$ cat src/erc_pkg.sv
package erc_pkg;

  // system mode as reported by the mode controller
  typedef enum logic [2:0] {
    ERC_MODE_INIT     = 3'h0,
    ERC_MODE_NORMAL   = 3'h1,
    ERC_MODE_STOP     = 3'h2,
    ERC_MODE_SLEEP    = 3'h3,
    ERC_MODE_RESTART  = 3'h4,
    ERC_MODE_FAILSAFE = 3'h5
  } erc_mode_t;

  // configuration lock state; unset -> standalone flips one bit, unset -> share flips both
  typedef enum logic [1:0] {
    ERC_CFG_NONE  = 2'h0,
    ERC_CFG_ALONE = 2'h1,
    ERC_CFG_SHARE = 2'h3
  } erc_cfg_t;

  localparam logic       ERC_FLAG_RST   = 1'h0;
  localparam logic       ERC_EN_RST     = 1'h0;
  localparam logic [1:0] ERC_SYNC_STAGES = 2'h3;

endpackage : erc_pkg

$ cat src/erc_ctrl.sv
// Summary of operation
// - standalone enable with share clear locks standalone
// - standalone reconfig attempt ignored, no failure flag
// - standalone: shunt limit sets overcurrent flag and current limit
// - overcurrent flag sticky, clear needs condition gone
// - standalone: undervoltage detection sets undervoltage flag
// - first share write locks load sharing
// - share locked: reconfig attempt sets spi failure
// - share, no keep bit: off in stop
// - share bit stays; resumes on normal
// - share active normal, stop with keep bit
// - share: undervoltage flag never set
// - share: off in fail-safe
// - share: overcurrent flag never set
// - standalone enable acts only in normal
// - off at supply low unless keep bit
`timescale 1ns/1ps
`default_nettype none
module erc_ctrl
  import erc_pkg::*;
(
  input  wire logic      clk,
  input  wire logic      sys_rst,
  input  wire logic      por_rst,
  input  wire logic [2:0] sys_mode,
  input  wire logic      cfg_wr,
  input  wire logic      wr_standalone_enable,
  input  wire logic      wr_load_share_enable,
  input  wire logic      wr_share_keep_in_stop,
  input  wire logic      wr_keep_on_supply_low,
  input  wire logic      oc_clr,
  input  wire logic      uv_clr,
  input  wire logic      shunt_limit_pin,
  input  wire logic      aux_uv_pin,
  input  wire logic      supply_undervoltage_pin,
  output logic           aux_regulator_on_ff,
  output logic           aux_current_limit_ff,
  output logic           aux_standalone_enable_ff,
  output logic           aux_load_share_enable_ff,
  output logic           aux_share_keep_in_stop_ff,
  output logic           aux_keep_on_supply_low_ff,
  output logic           aux_overcurrent_flag_ff,
  output logic           aux_undervoltage_flag_ff,
  output logic           spi_fail_pulse_ff,
  output logic [1:0]     cfg_state_ff
);
  erc_cfg_t  cfg_ff;
  erc_cfg_t  nxt_cfg;
  erc_mode_t mode;
  logic      shunt_s;
  logic      aux_uv_s;
  logic      supply_undervoltage_s;
  logic      alone;
  logic      share;
  logic      oc_set;
  logic      uv_set;
  logic      oc_flag;
  logic      uv_flag;
  logic      nxt_on;
  logic      cfg_change;

  assign mode  = erc_mode_t'(sys_mode);
  assign alone = (cfg_ff == ERC_CFG_ALONE);
  assign share = (cfg_ff == ERC_CFG_SHARE);

  erc_sync u_sync_shunt (
    .clk     (clk),
    .sys_rst (sys_rst),
    .din     (shunt_limit_pin),
    .dout    (shunt_s)
  );

  erc_sync u_sync_auxuv (
    .clk     (clk),
    .sys_rst (sys_rst),
    .din     (aux_uv_pin),
    .dout    (aux_uv_s)
  );

  erc_sync u_sync_vsuv (
    .clk     (clk),
    .sys_rst (sys_rst),
    .din     (supply_undervoltage_pin),
    .dout    (supply_undervoltage_s)
  );

  // configuration lock
  always_comb begin
    nxt_cfg = cfg_ff;
    unique case (cfg_ff)
      ERC_CFG_NONE: begin
        if (cfg_wr && wr_load_share_enable) begin
          nxt_cfg = ERC_CFG_SHARE;
        end else if (cfg_wr && wr_standalone_enable && mode == ERC_MODE_NORMAL) begin
          nxt_cfg = ERC_CFG_ALONE;
        end
      end
      ERC_CFG_ALONE: nxt_cfg = ERC_CFG_ALONE;
      ERC_CFG_SHARE: nxt_cfg = ERC_CFG_SHARE;
      default:       nxt_cfg = ERC_CFG_NONE;
    endcase
  end

  // only power-on reset releases the lock, soft resets do not
  always_ff @(posedge clk) begin
    if (por_rst) begin
      cfg_ff <= ERC_CFG_NONE;
    end else begin
      cfg_ff <= nxt_cfg;
    end
  end

  always_ff @(posedge clk) begin
    if (sys_rst) begin
      cfg_state_ff <= 2'h0;
    end else begin
      cfg_state_ff <= nxt_cfg;
    end
  end

  // control bits; share bit is never cleared once locked
  always_ff @(posedge clk) begin
    if (por_rst) begin
      aux_load_share_enable_ff <= ERC_EN_RST;
    end else if (nxt_cfg == ERC_CFG_SHARE) begin
      aux_load_share_enable_ff <= 1'b1;
    end
  end

  always_ff @(posedge clk) begin
    if (sys_rst) begin
      aux_standalone_enable_ff  <= ERC_EN_RST;
      aux_share_keep_in_stop_ff <= ERC_EN_RST;
      aux_keep_on_supply_low_ff <= ERC_EN_RST;
    end else if (cfg_wr) begin
      aux_share_keep_in_stop_ff <= wr_share_keep_in_stop;
      aux_keep_on_supply_low_ff <= wr_keep_on_supply_low;
      // on/off may still change in standalone, only in normal mode
      if (mode == ERC_MODE_NORMAL && nxt_cfg != ERC_CFG_SHARE) begin
        aux_standalone_enable_ff <= wr_standalone_enable;
      end
    end
  end

  // any write that would alter a locked share configuration
  assign cfg_change = cfg_wr && (!wr_load_share_enable || wr_standalone_enable);

  always_ff @(posedge clk) begin
    if (sys_rst) begin
      spi_fail_pulse_ff <= 1'b0;
    end else begin
      spi_fail_pulse_ff <= share && cfg_change;
    end
  end

  // regulator enable by mode
  always_comb begin
    nxt_on = 1'b0;
    if (alone) begin
      unique case (mode)
        ERC_MODE_INIT, ERC_MODE_FAILSAFE: nxt_on = 1'b0;
        default:                          nxt_on = aux_standalone_enable_ff;
      endcase
    end else if (share) begin
      unique case (mode)
        ERC_MODE_NORMAL, ERC_MODE_RESTART: nxt_on = 1'b1;
        ERC_MODE_STOP:     nxt_on = aux_share_keep_in_stop_ff;
        ERC_MODE_FAILSAFE: nxt_on = 1'b0;
        default:           nxt_on = 1'b0;
      endcase
    end
    if (supply_undervoltage_s && !aux_keep_on_supply_low_ff) begin
      nxt_on = 1'b0;
    end
  end

  always_ff @(posedge clk) begin
    if (sys_rst) begin
      aux_regulator_on_ff <= ERC_EN_RST;
    end else begin
      aux_regulator_on_ff <= nxt_on;
    end
  end

  // limiting and the overcurrent flag are the reactions to overcurrent; share mode never limits
  always_ff @(posedge clk) begin
    if (sys_rst) begin
      aux_current_limit_ff <= 1'b0;
    end else begin
      aux_current_limit_ff <= alone && aux_regulator_on_ff && shunt_s;
    end
  end

  // a held condition keeps re-setting, so a clear only lands once it is gone
  assign oc_set = alone && aux_regulator_on_ff && shunt_s;
  assign uv_set = alone && aux_regulator_on_ff && aux_uv_s;

  erc_flag u_oc_flag (
    .clk     (clk),
    .sys_rst (sys_rst),
    .set_in  (oc_set),
    .clr_in  (oc_clr),
    .flag_ff (oc_flag)
  );

  erc_flag u_uv_flag (
    .clk     (clk),
    .sys_rst (sys_rst),
    .set_in  (uv_set),
    .clr_in  (uv_clr),
    .flag_ff (uv_flag)
  );

  always_ff @(posedge clk) begin
    if (sys_rst) begin
      aux_overcurrent_flag_ff  <= ERC_FLAG_RST;
      aux_undervoltage_flag_ff <= ERC_FLAG_RST;
    end else begin
      aux_overcurrent_flag_ff  <= oc_flag;
      aux_undervoltage_flag_ff <= uv_flag;
    end
  end

endmodule : erc_ctrl
`default_nettype wire

$ cat src/erc_sync.sv
`timescale 1ns/1ps
`default_nettype none
module erc_sync
  import erc_pkg::*;
(
  input  wire logic clk,
  input  wire logic sys_rst,
  input  wire logic din,
  output logic      dout
);
  logic s1_ff;
  logic s2_ff;
  logic s3_ff;

  // third stage agrees with second before the level moves
  always_ff @(posedge clk) begin
    if (sys_rst) begin
      s1_ff <= 1'b0;
      s2_ff <= 1'b0;
      s3_ff <= 1'b0;
      dout  <= 1'b0;
    end else begin
      s1_ff <= din;
      s2_ff <= s1_ff;
      s3_ff <= s2_ff;
      if (s2_ff == s3_ff) begin
        dout <= s3_ff;
      end
    end
  end
endmodule : erc_sync
`default_nettype wire

$ cat src/erc_flag.sv
`timescale 1ns/1ps
`default_nettype none
module erc_flag
  import erc_pkg::*;
(
  input  wire logic clk,
  input  wire logic sys_rst,
  input  wire logic set_in,
  input  wire logic clr_in,
  output logic      flag_ff
);
  // set wins over clear
  always_ff @(posedge clk) begin
    if (sys_rst) begin
      flag_ff <= ERC_FLAG_RST;
    end else if (set_in) begin
      flag_ff <= 1'b1;
    end else if (clr_in) begin
      flag_ff <= 1'b0;
    end
  end
endmodule : erc_flag
`default_nettype wire

$ cat config.mk
export PLATFORM = sky130hd
export DESIGN_NAME = erc_ctrl
export DESIGN_NICKNAME = d
export VERILOG_FILES = /design/src/erc_pkg.sv /design/src/erc_ctrl.sv /design/src/erc_sync.sv /design/src/erc_flag.sv
export SDC_FILE = /design/constraint.sdc
export NUM_CORES = 1
export LEC_CHECK = 0
export ABC_AREA = 1
export ABC_CLOCK_PERIOD_IN_PS = 2590
export BUFFER_PORTS_ARGS = -buffer_cell sky130_fd_sc_hd__buf_2
export CAP_MARGIN = 15
export CORE_MARGIN = 4
export CORE_UTILIZATION = 40
export CTS_CLUSTER_SIZE = 16
export DETAILED_ROUTE_END_ITERATION = 16
export PLACE_DENSITY = 0.64
export SKIP_CTS_REPAIR_TIMING = 1
export SLEW_MARGIN = 25
export SYNTH_ARGS = -nofsm -noshare
export SYNTH_HDL_FRONTEND = slang
export SYNTH_HIERARCHICAL = 1
export SYNTH_SLANG_ARGS = --single-unit
$ cat constraint.sdc
create_clock -name clk -period 2.59 [get_ports clk]
set_input_delay 0.3885 -clock clk [delete_from_list [all_inputs] [get_ports clk]]
set_output_delay 0.3885 -clock clk [all_outputs]
set_load 0.02 [all_outputs]
==> summary.md, run 1 <==
| Metric | Value |
|---|---|
| Initial antenna violation count | 0 |
| Vias in the first global route | 765 |
| IO Port Bufs | 26 |
| PwrDens | 573 nW/um^2 |
| Regs by FF count | cfg_ff: 2 flops, cfg_state_ff: 2 flops |
| Max Clock Skew | ~0.0044 ns |
| Total number of vias | around 790 |
| Final count of hold timing violations | 0 |
| Min-delay worst type | in -> reg |
| Synth top area share | 55.0% |
| Slew headroom | between 70 and 80% |
| Worst EP arrival | between 0.8 and 0.9 ns |
| Clock power frac | roughly a quarter |
| Post-Route Setup TNS | 0 ns |
| Adder-cell share of the synthesized area | 0% |
| Status | finished clean |
| CP Max Fanout | 3 |
| Slew Viols, Final | 0 |
| Fin nets | between 150 and 200 |
| Met2 Use GR | roughly a fifth |
| Final Util | around half |
| TritonCTS Sinks | 27 |
| M3 GR Usage | about 4.5% |
| IR drop worst, VDD | between 0.4 and 0.5 mV |
| Global Route Usage Sum | 11.2% |
| Placed Area | 1150 um^2 |
| Critical path buffer and inverter count | 1 |
| Pleak | between 0.5 and 0.6 nW |
| Mux cell area share after synthesis | 0% |
| Cells after Synth | ~130 |
| Largest net degree at the start of global routing | 21 |
| Crit-path slowest cell | dfxtp_1 |
| First-pass GRT wire length | a little under 3000 um |
| Setup CP Type | reg -> out |
| Top cell type by total area after synthesis | dfxtp_1 |
| RSZ-0062 raised after global routing | no |
| Clock Pin Slew Worst Setup and Hold Paths | 0.13 ns |
| Delay of the slowest cell on the worst path | ~0.39 ns |
| CP delay by family, top | flip-flops |
| Post-synth cell types | 15 |
| Largest family of logic cells by synthesized area | simple AND/OR/NAND/NOR gates |
| Post-synth EDFFs | 0 |
| Switching share of total power | 23.6% |
| P_int | between 0.5 and 0.6 mW |
| Syn Nets | 143 |
| Yosys reg bits | 27 |
| Worst endpoint required time | 2.20 ns |
| Synth async-reset ratio | 0% |
| Via-per-instance ratio | ~4.3 |
| Ys flop type | dfxtp_1 |
| Inst Count DP | ~180 |
| Layout cell share with drive strength beyond 1 | around 23% |
| Worst path cell trace | buf_2 |
| Time the worst path needs with I/O delays and setup | ~1.3 ns |
| Reg power frac | between 60% and 70% |
| Complex-gate fraction of the synthesized area | 10.6% |
| Worst Tran Pin Value | about 0.34 ns |
| Total Power | between 0.6 and 0.7 mW |
| Peak Freq | approximately 790 MHz |
| Clock buffers created by TritonCTS | 3 |
| Max Cap Viol | 0 |
| Die X | around 58 um |
| Period utilization | 48.8% |
| Latest clock arrival within the worst-skew pair | about 0.31 ns |
| Initial Util | between 40% and 50% |
| Layout Cells excl Fill | between 150 and 200 |
| Worst Setup Start Kind | register |
| HPWL after DPL | ~1400 um |
| Boundary Pins | 27 |
| Net Sw Power | between 0.15 and 0.2 mW |
| Busiest layer in global routing | met2 |
| Most frequent cell after synthesis | inv_1 |
| Post-synthesis xor/xnor area fraction | 0% |
| Area grow syn2layout | 19.5% |
| Post-Syn Area per Cell | 7.74 um^2 |
| Clock tree buffer depth | 2 |
| CTS H-tree depth | 1 |
| Root Buffer | clkbuf_4 |
| Post-Syn Area | approximately 980 um^2 |
| Pre-Repair DR Iteration Count | 4 |
| Inserted Diodes | 0 |
| CTS tree | done |
| Die Area | 3320 um^2 |
| Placer Congestion | about 0.78 |
| Wirelength per Cell | 9.09 um |
| Register area share after synthesis | between 50% and 60% |
| Grt ovf | 0 |
| Met1 Use GR | 12.0% |
| Routed WL | roughly 1700 um |
| Power share of the combinational group | around 9.8% |
| Post-synthesis simple-gate area fraction | between 20% and 30% |
| Setup crit end kind | output port |
| Site Rows | 17 |
| Synth warnings | 6 |
| Die height | roughly 58 um |
| Top cells by area, synth | dfxtp_1, inv_1, nor2_1 |
| DRC | 0 |
| Fill cells | about 230 |
| Core box area | roughly 2300 um^2 |
| Synth cell count leaders | inv_1, dfxtp_1, nor2_1, nand2_1, a21oi_1 |
| Routed Antenna Nets | 0 |
| First DRT Iteration DRCs | 20 |
| # setup viols final | 0 |
| Post-route cell area | 1170 um^2 |
metrics by stage:
step	hold WS, ns	setup slack, ns
after floorplan	0.388	1.61
after global placement	0.389	1.41
after detailed placement	0.397	1.35
after CTS	0.223	1.31
after global routing	0.232	1.26
final	0.237	1.33
worst paths after layout:
kind / startpoint / depth (start not counted) / slack [ns] / endpoint
worst min-delay path: por_rst / 2 / 0.24 / aux_load_share_enable_ff
worst max register to register: cfg_ff[0] / 6 / 1.52 / u_oc_flag/flag_ff
worst max-delay path: aux_standalone_enable_ff / 1 / 1.33 / aux_standalone_enable_ff
worst min register to register: u_sync_shunt/s1_ff / 2 / 0.42 / u_sync_shunt/s2_ff
cell families (layout without fill, tap and decap cells):
kind of cell | count (synthesis) | in the layout
AO/OA/AOI/OAI | 17 | 17
buffers and inverters | 33 | 63
flip-flops | 27 | 27
AND/OR/NAND/NOR | 50 | 50
cells in the final DEF (no fill, tap or decap):
cell and count:
a21oi_2 3, clkbuf_1 1, nor2_2 3, o21ai_0 4, nand3_1 6, buf_2 26, nand4_1 1, nand2_1 10
nor4_1 1, clkbuf_4 3, a21oi_1 7, dfxtp_1 27, nor2_1 25, nand2_2 1, and3_1 1, o21bai_1 3
inv_1 33, nor3_1 2
area by class of cell:
type	count	area [um^2]	share of cell area, %
multi-input combinational	67	319	27.2
inverter	33	124	10.5
tap	28	35.0	2.98
sequential	27	541	46.0
clock buffer	4	26.3	2.24
timing repair buffer	26	130	11.1
worst register-to-register path: stages (launching register included):
cell and delay (ns):
dfxtp_1 0.40, inv_1 0.05, nor2_1 0.16, inv_1 0.08, nor3_1 0.13, inv_1 0.07, a21oi_2 0.12
routing by layer:
| layer | vias to the layer above | share of wire, % |
|---|---|---|
| met5 | - | 0 |
| met4 | 0 | 1.0 |
| met3 | 2 | 5.7 |
| met2 | 15 | 49 |
| met1 | 335 | 44 |
| li1 | 442 | - |
power by group through the flow:
| stage | sequential [mW] | combinational [mW] | clock, mW |
|---|---|---|---|
| after floorplan | 0.452 | 0.0300 | 0 |
| final | 0.436 | 0.0663 | 0.171 |
| after CTS | 0.436 | 0.0673 | 0.184 |
| after global routing | 0.438 | 0.0764 | 0.199 |
| after detailed placement | 0.446 | 0.0675 | 0 |
| after global placement | 0.445 | 0.0651 | 0 |
No activity file was read; power rests on OpenSTA's default activity.
==> inputs of run 2 (changes only) <==
- ABC_CLOCK_PERIOD_IN_PS: 2590 -> 1000
- PLACE_DENSITY: 0.64 -> 0.66
- clock period: 2.59 -> 1 ns (I/O delays scaled with it)
==> summary.md, run 2 (synthesis results as in run 1) <==
| Metric | Value |
|---|---|
| Max Cap Viol | 0 (unchanged) |
| Worst slack, placed | -0.0316 ns (was 1.35 ns) |
| Routed WL | 1940 um (was 1680 um) |
| Peak Freq | 1030 MHz |
| Site Rows | 17 (unchanged) |
| Worst Setup Start Kind | register (unchanged) |
| Slew Viols, Final | 0 (unchanged) |
| Vias in the first global route | 821 (was 765) |
| Worst EP arrival | 1.22 ns (was 0.88 ns) |
| Placer Congestion | 0.768 (was 0.777) |
| RSZ-0062 raised after global routing | yes (was no) |
| Min-delay worst type | in -> reg (unchanged) |
| Initial Util | 43.2% (unchanged) |
| Pleak | 0.650 nW (was 0.588 nW) |
| PwrDens | 1360 nW/um^2 (was 573 nW/um^2) |
| Clock buffers created by TritonCTS | 3 (unchanged) |
| Grt ovf | 0 (unchanged) |
| Fill cells | 201 (was 229) |
| Die height | 57.6 um (unchanged) |
| Placed Area | 1170 um^2 (was 1150 um^2) |
| Area grow syn2layout | 36.0% (was 19.5%) |
| First-pass GRT wire length | 3150 um (was 2950 um) |
| Wirelength per Cell | 9.96 um (was 9.09 um) |
| Initial antenna violation count | 0 (unchanged) |
| Total Power | 1.82 mW (was 0.674 mW) |
| Slew headroom | 82.1% (was 77.3%) |
| Inst Count DP | 184 (was 181) |
| Clock tree buffer depth | 2 (unchanged) |
| Setup CP Type | reg -> reg (was reg -> out) |
| CTS H-tree depth | 1 (unchanged) |
| Post-route cell area | 1340 um^2 (was 1170 um^2) |
| Layout Cells excl Fill | 195 (was 185) |
| Boundary Pins | 27 (unchanged) |
| First DRT Iteration DRCs | 19 (was 20) |
| TritonCTS Sinks | 27 (unchanged) |
| CTS tree | done (unchanged) |
| CP Max Fanout | 4 (was 3) |
| Commonest non-fill, non-tap cell in the layout | inv_1 (unchanged) |
| Crit-path slowest cell | dfxtp_4 (was dfxtp_1) |
| Final worst slack | 0.0281 ns (was 1.33 ns) |
| Inserted Diodes | 0 (unchanged) |
| Clock Pin Slew Worst Setup and Hold Paths | 0.13 ns (about the same) |
| Final Util | 58.8% (was 51.6%) |
| Routed Antenna Nets | 0 (unchanged) |
| R2r worst-path depth | 4 (was 6) |
| Layout cell share with drive strength beyond 1 | 36.5% (was 22.9%) |
| Via-per-instance ratio | 4.55 (was 4.29) |
| Post-Route Setup TNS | 0 ns (unchanged) |
| Fin nets | 184 (was 174) |
| Status | finished clean (unchanged) |
| Regs by FF count | cfg_ff: 2 flops, cfg_state_ff: 2 flops (unchanged) |
| # setup viols final | 0 (unchanged) |
| Latest clock arrival within the worst-skew pair | 0.31 ns (about the same) |
| Time the worst path needs with I/O delays and setup | a little under 1 ns |
| Largest net degree at the start of global routing | 18 (was 21) |
| Max Clock Skew | 0.00187 ns (was 0.00439 ns) |
| Critical path buffer and inverter count | 1 (unchanged) |
| Final count of hold timing violations | 0 (unchanged) |
| Worst path cell trace | nor2_2, a21oi_4, buf_4, a21oi_1 (was buf_2) |
| Worst Tran Pin Value | 0.266 ns (was 0.341 ns) |
| HPWL after DPL | 1410 um (was 1390 um) |
| Root Buffer | clkbuf_4 (unchanged) |
| Total number of vias | 887 (was 794) |
| Hold_ws | 0.0212 ns (was 0.237 ns) |
| Global Route Usage Sum | 12.5% (was 11.2%) |
| Delay of the slowest cell on the worst path | 0.39 ns (about the same) |
| Pre-Repair DR Iteration Count | 4 (unchanged) |
| Die X | 57.6 um (unchanged) |
| Worst endpoint required time | 1.25 ns (was 2.20 ns) |
| IO Port Bufs | 26 (unchanged) |
| Setup crit end kind | register (was output port) |
| Most frequent cells in the layout | inv_1, nor2_1, dfxtp_1, buf_2, buf_4 (was inv_1, dfxtp_1, buf_2, nor2_1, nand2_1) |
| Period utilization | between 90 and 100% |
| DRC | 0 (unchanged) |
| Die Area | 3320 um^2 (unchanged) |
| Hold depth | 3 (was 2) |
| Crit path depth | 4 (was 1) |
| Core box area | 2280 um^2 (unchanged) |
| CP delay by family, top | flip-flops (unchanged) |
| IR drop worst, VDD | 1.08 mV (was 0.417 mV) |
-- run 2: changes by cell type in the layout (fill, tap and decap cells not counted), sizes merged --
| cell | delta |
|---|---|
| buf | +8 |
| dlygate4sd3 | +2 |
-- run 2: area by class of cell --
type                    instances  area, um^2  share of cell area, %
repair buffers                 36         243                   18.1
flip-flops and latches         27         554                   41.4
inverters                      33         124                   9.26
clock buffers                   4        26.3                   1.96
multi-input cells              67         355                   26.6
well taps                      28        35.0                   2.62
-- run 2: worst paths after layout --
path | from | end | slack, ns
worst max-delay path | cfg_ff[1] | aux_load_share_enable_ff | 0.03
worst min-delay path | shunt_limit_pin | u_sync_shunt/s1_ff | 0.02
worst max register to register | cfg_ff[1] | aux_load_share_enable_ff | 0.03
worst min register to register | u_sync_shunt/s1_ff | u_sync_shunt/s2_ff | 0.41
-- run 2: per-layer routing --
| metal | global-route usage [%] | wire [um] |
|---|---|---|
| met5 | 0 | 0 |
| met1 | 11.5 | 814 |
| met3 | 2.94 | 102 |
| met4 | 10.9 | 59 |
| met2 | 22.6 | 966 |
-- run 2: worst min-delay path: stages --
cell and delay, ns:
buf_2 0.09, inv_1 0.04, nor2_1 0.03
-- run 2: power by group --
group / total (mW) / leakage (nW) / internal, mW / switching, mW
Combinational: 0.233 / 0.411 / 0.108 / 0.125
Clock: 0.448 / 0.0150 / 0.156 / 0.292
Sequential: 1.14 / 0.224 / 1.11 / 0.0230
Total: 1.82 / 0.650 / 1.38 / 0.440
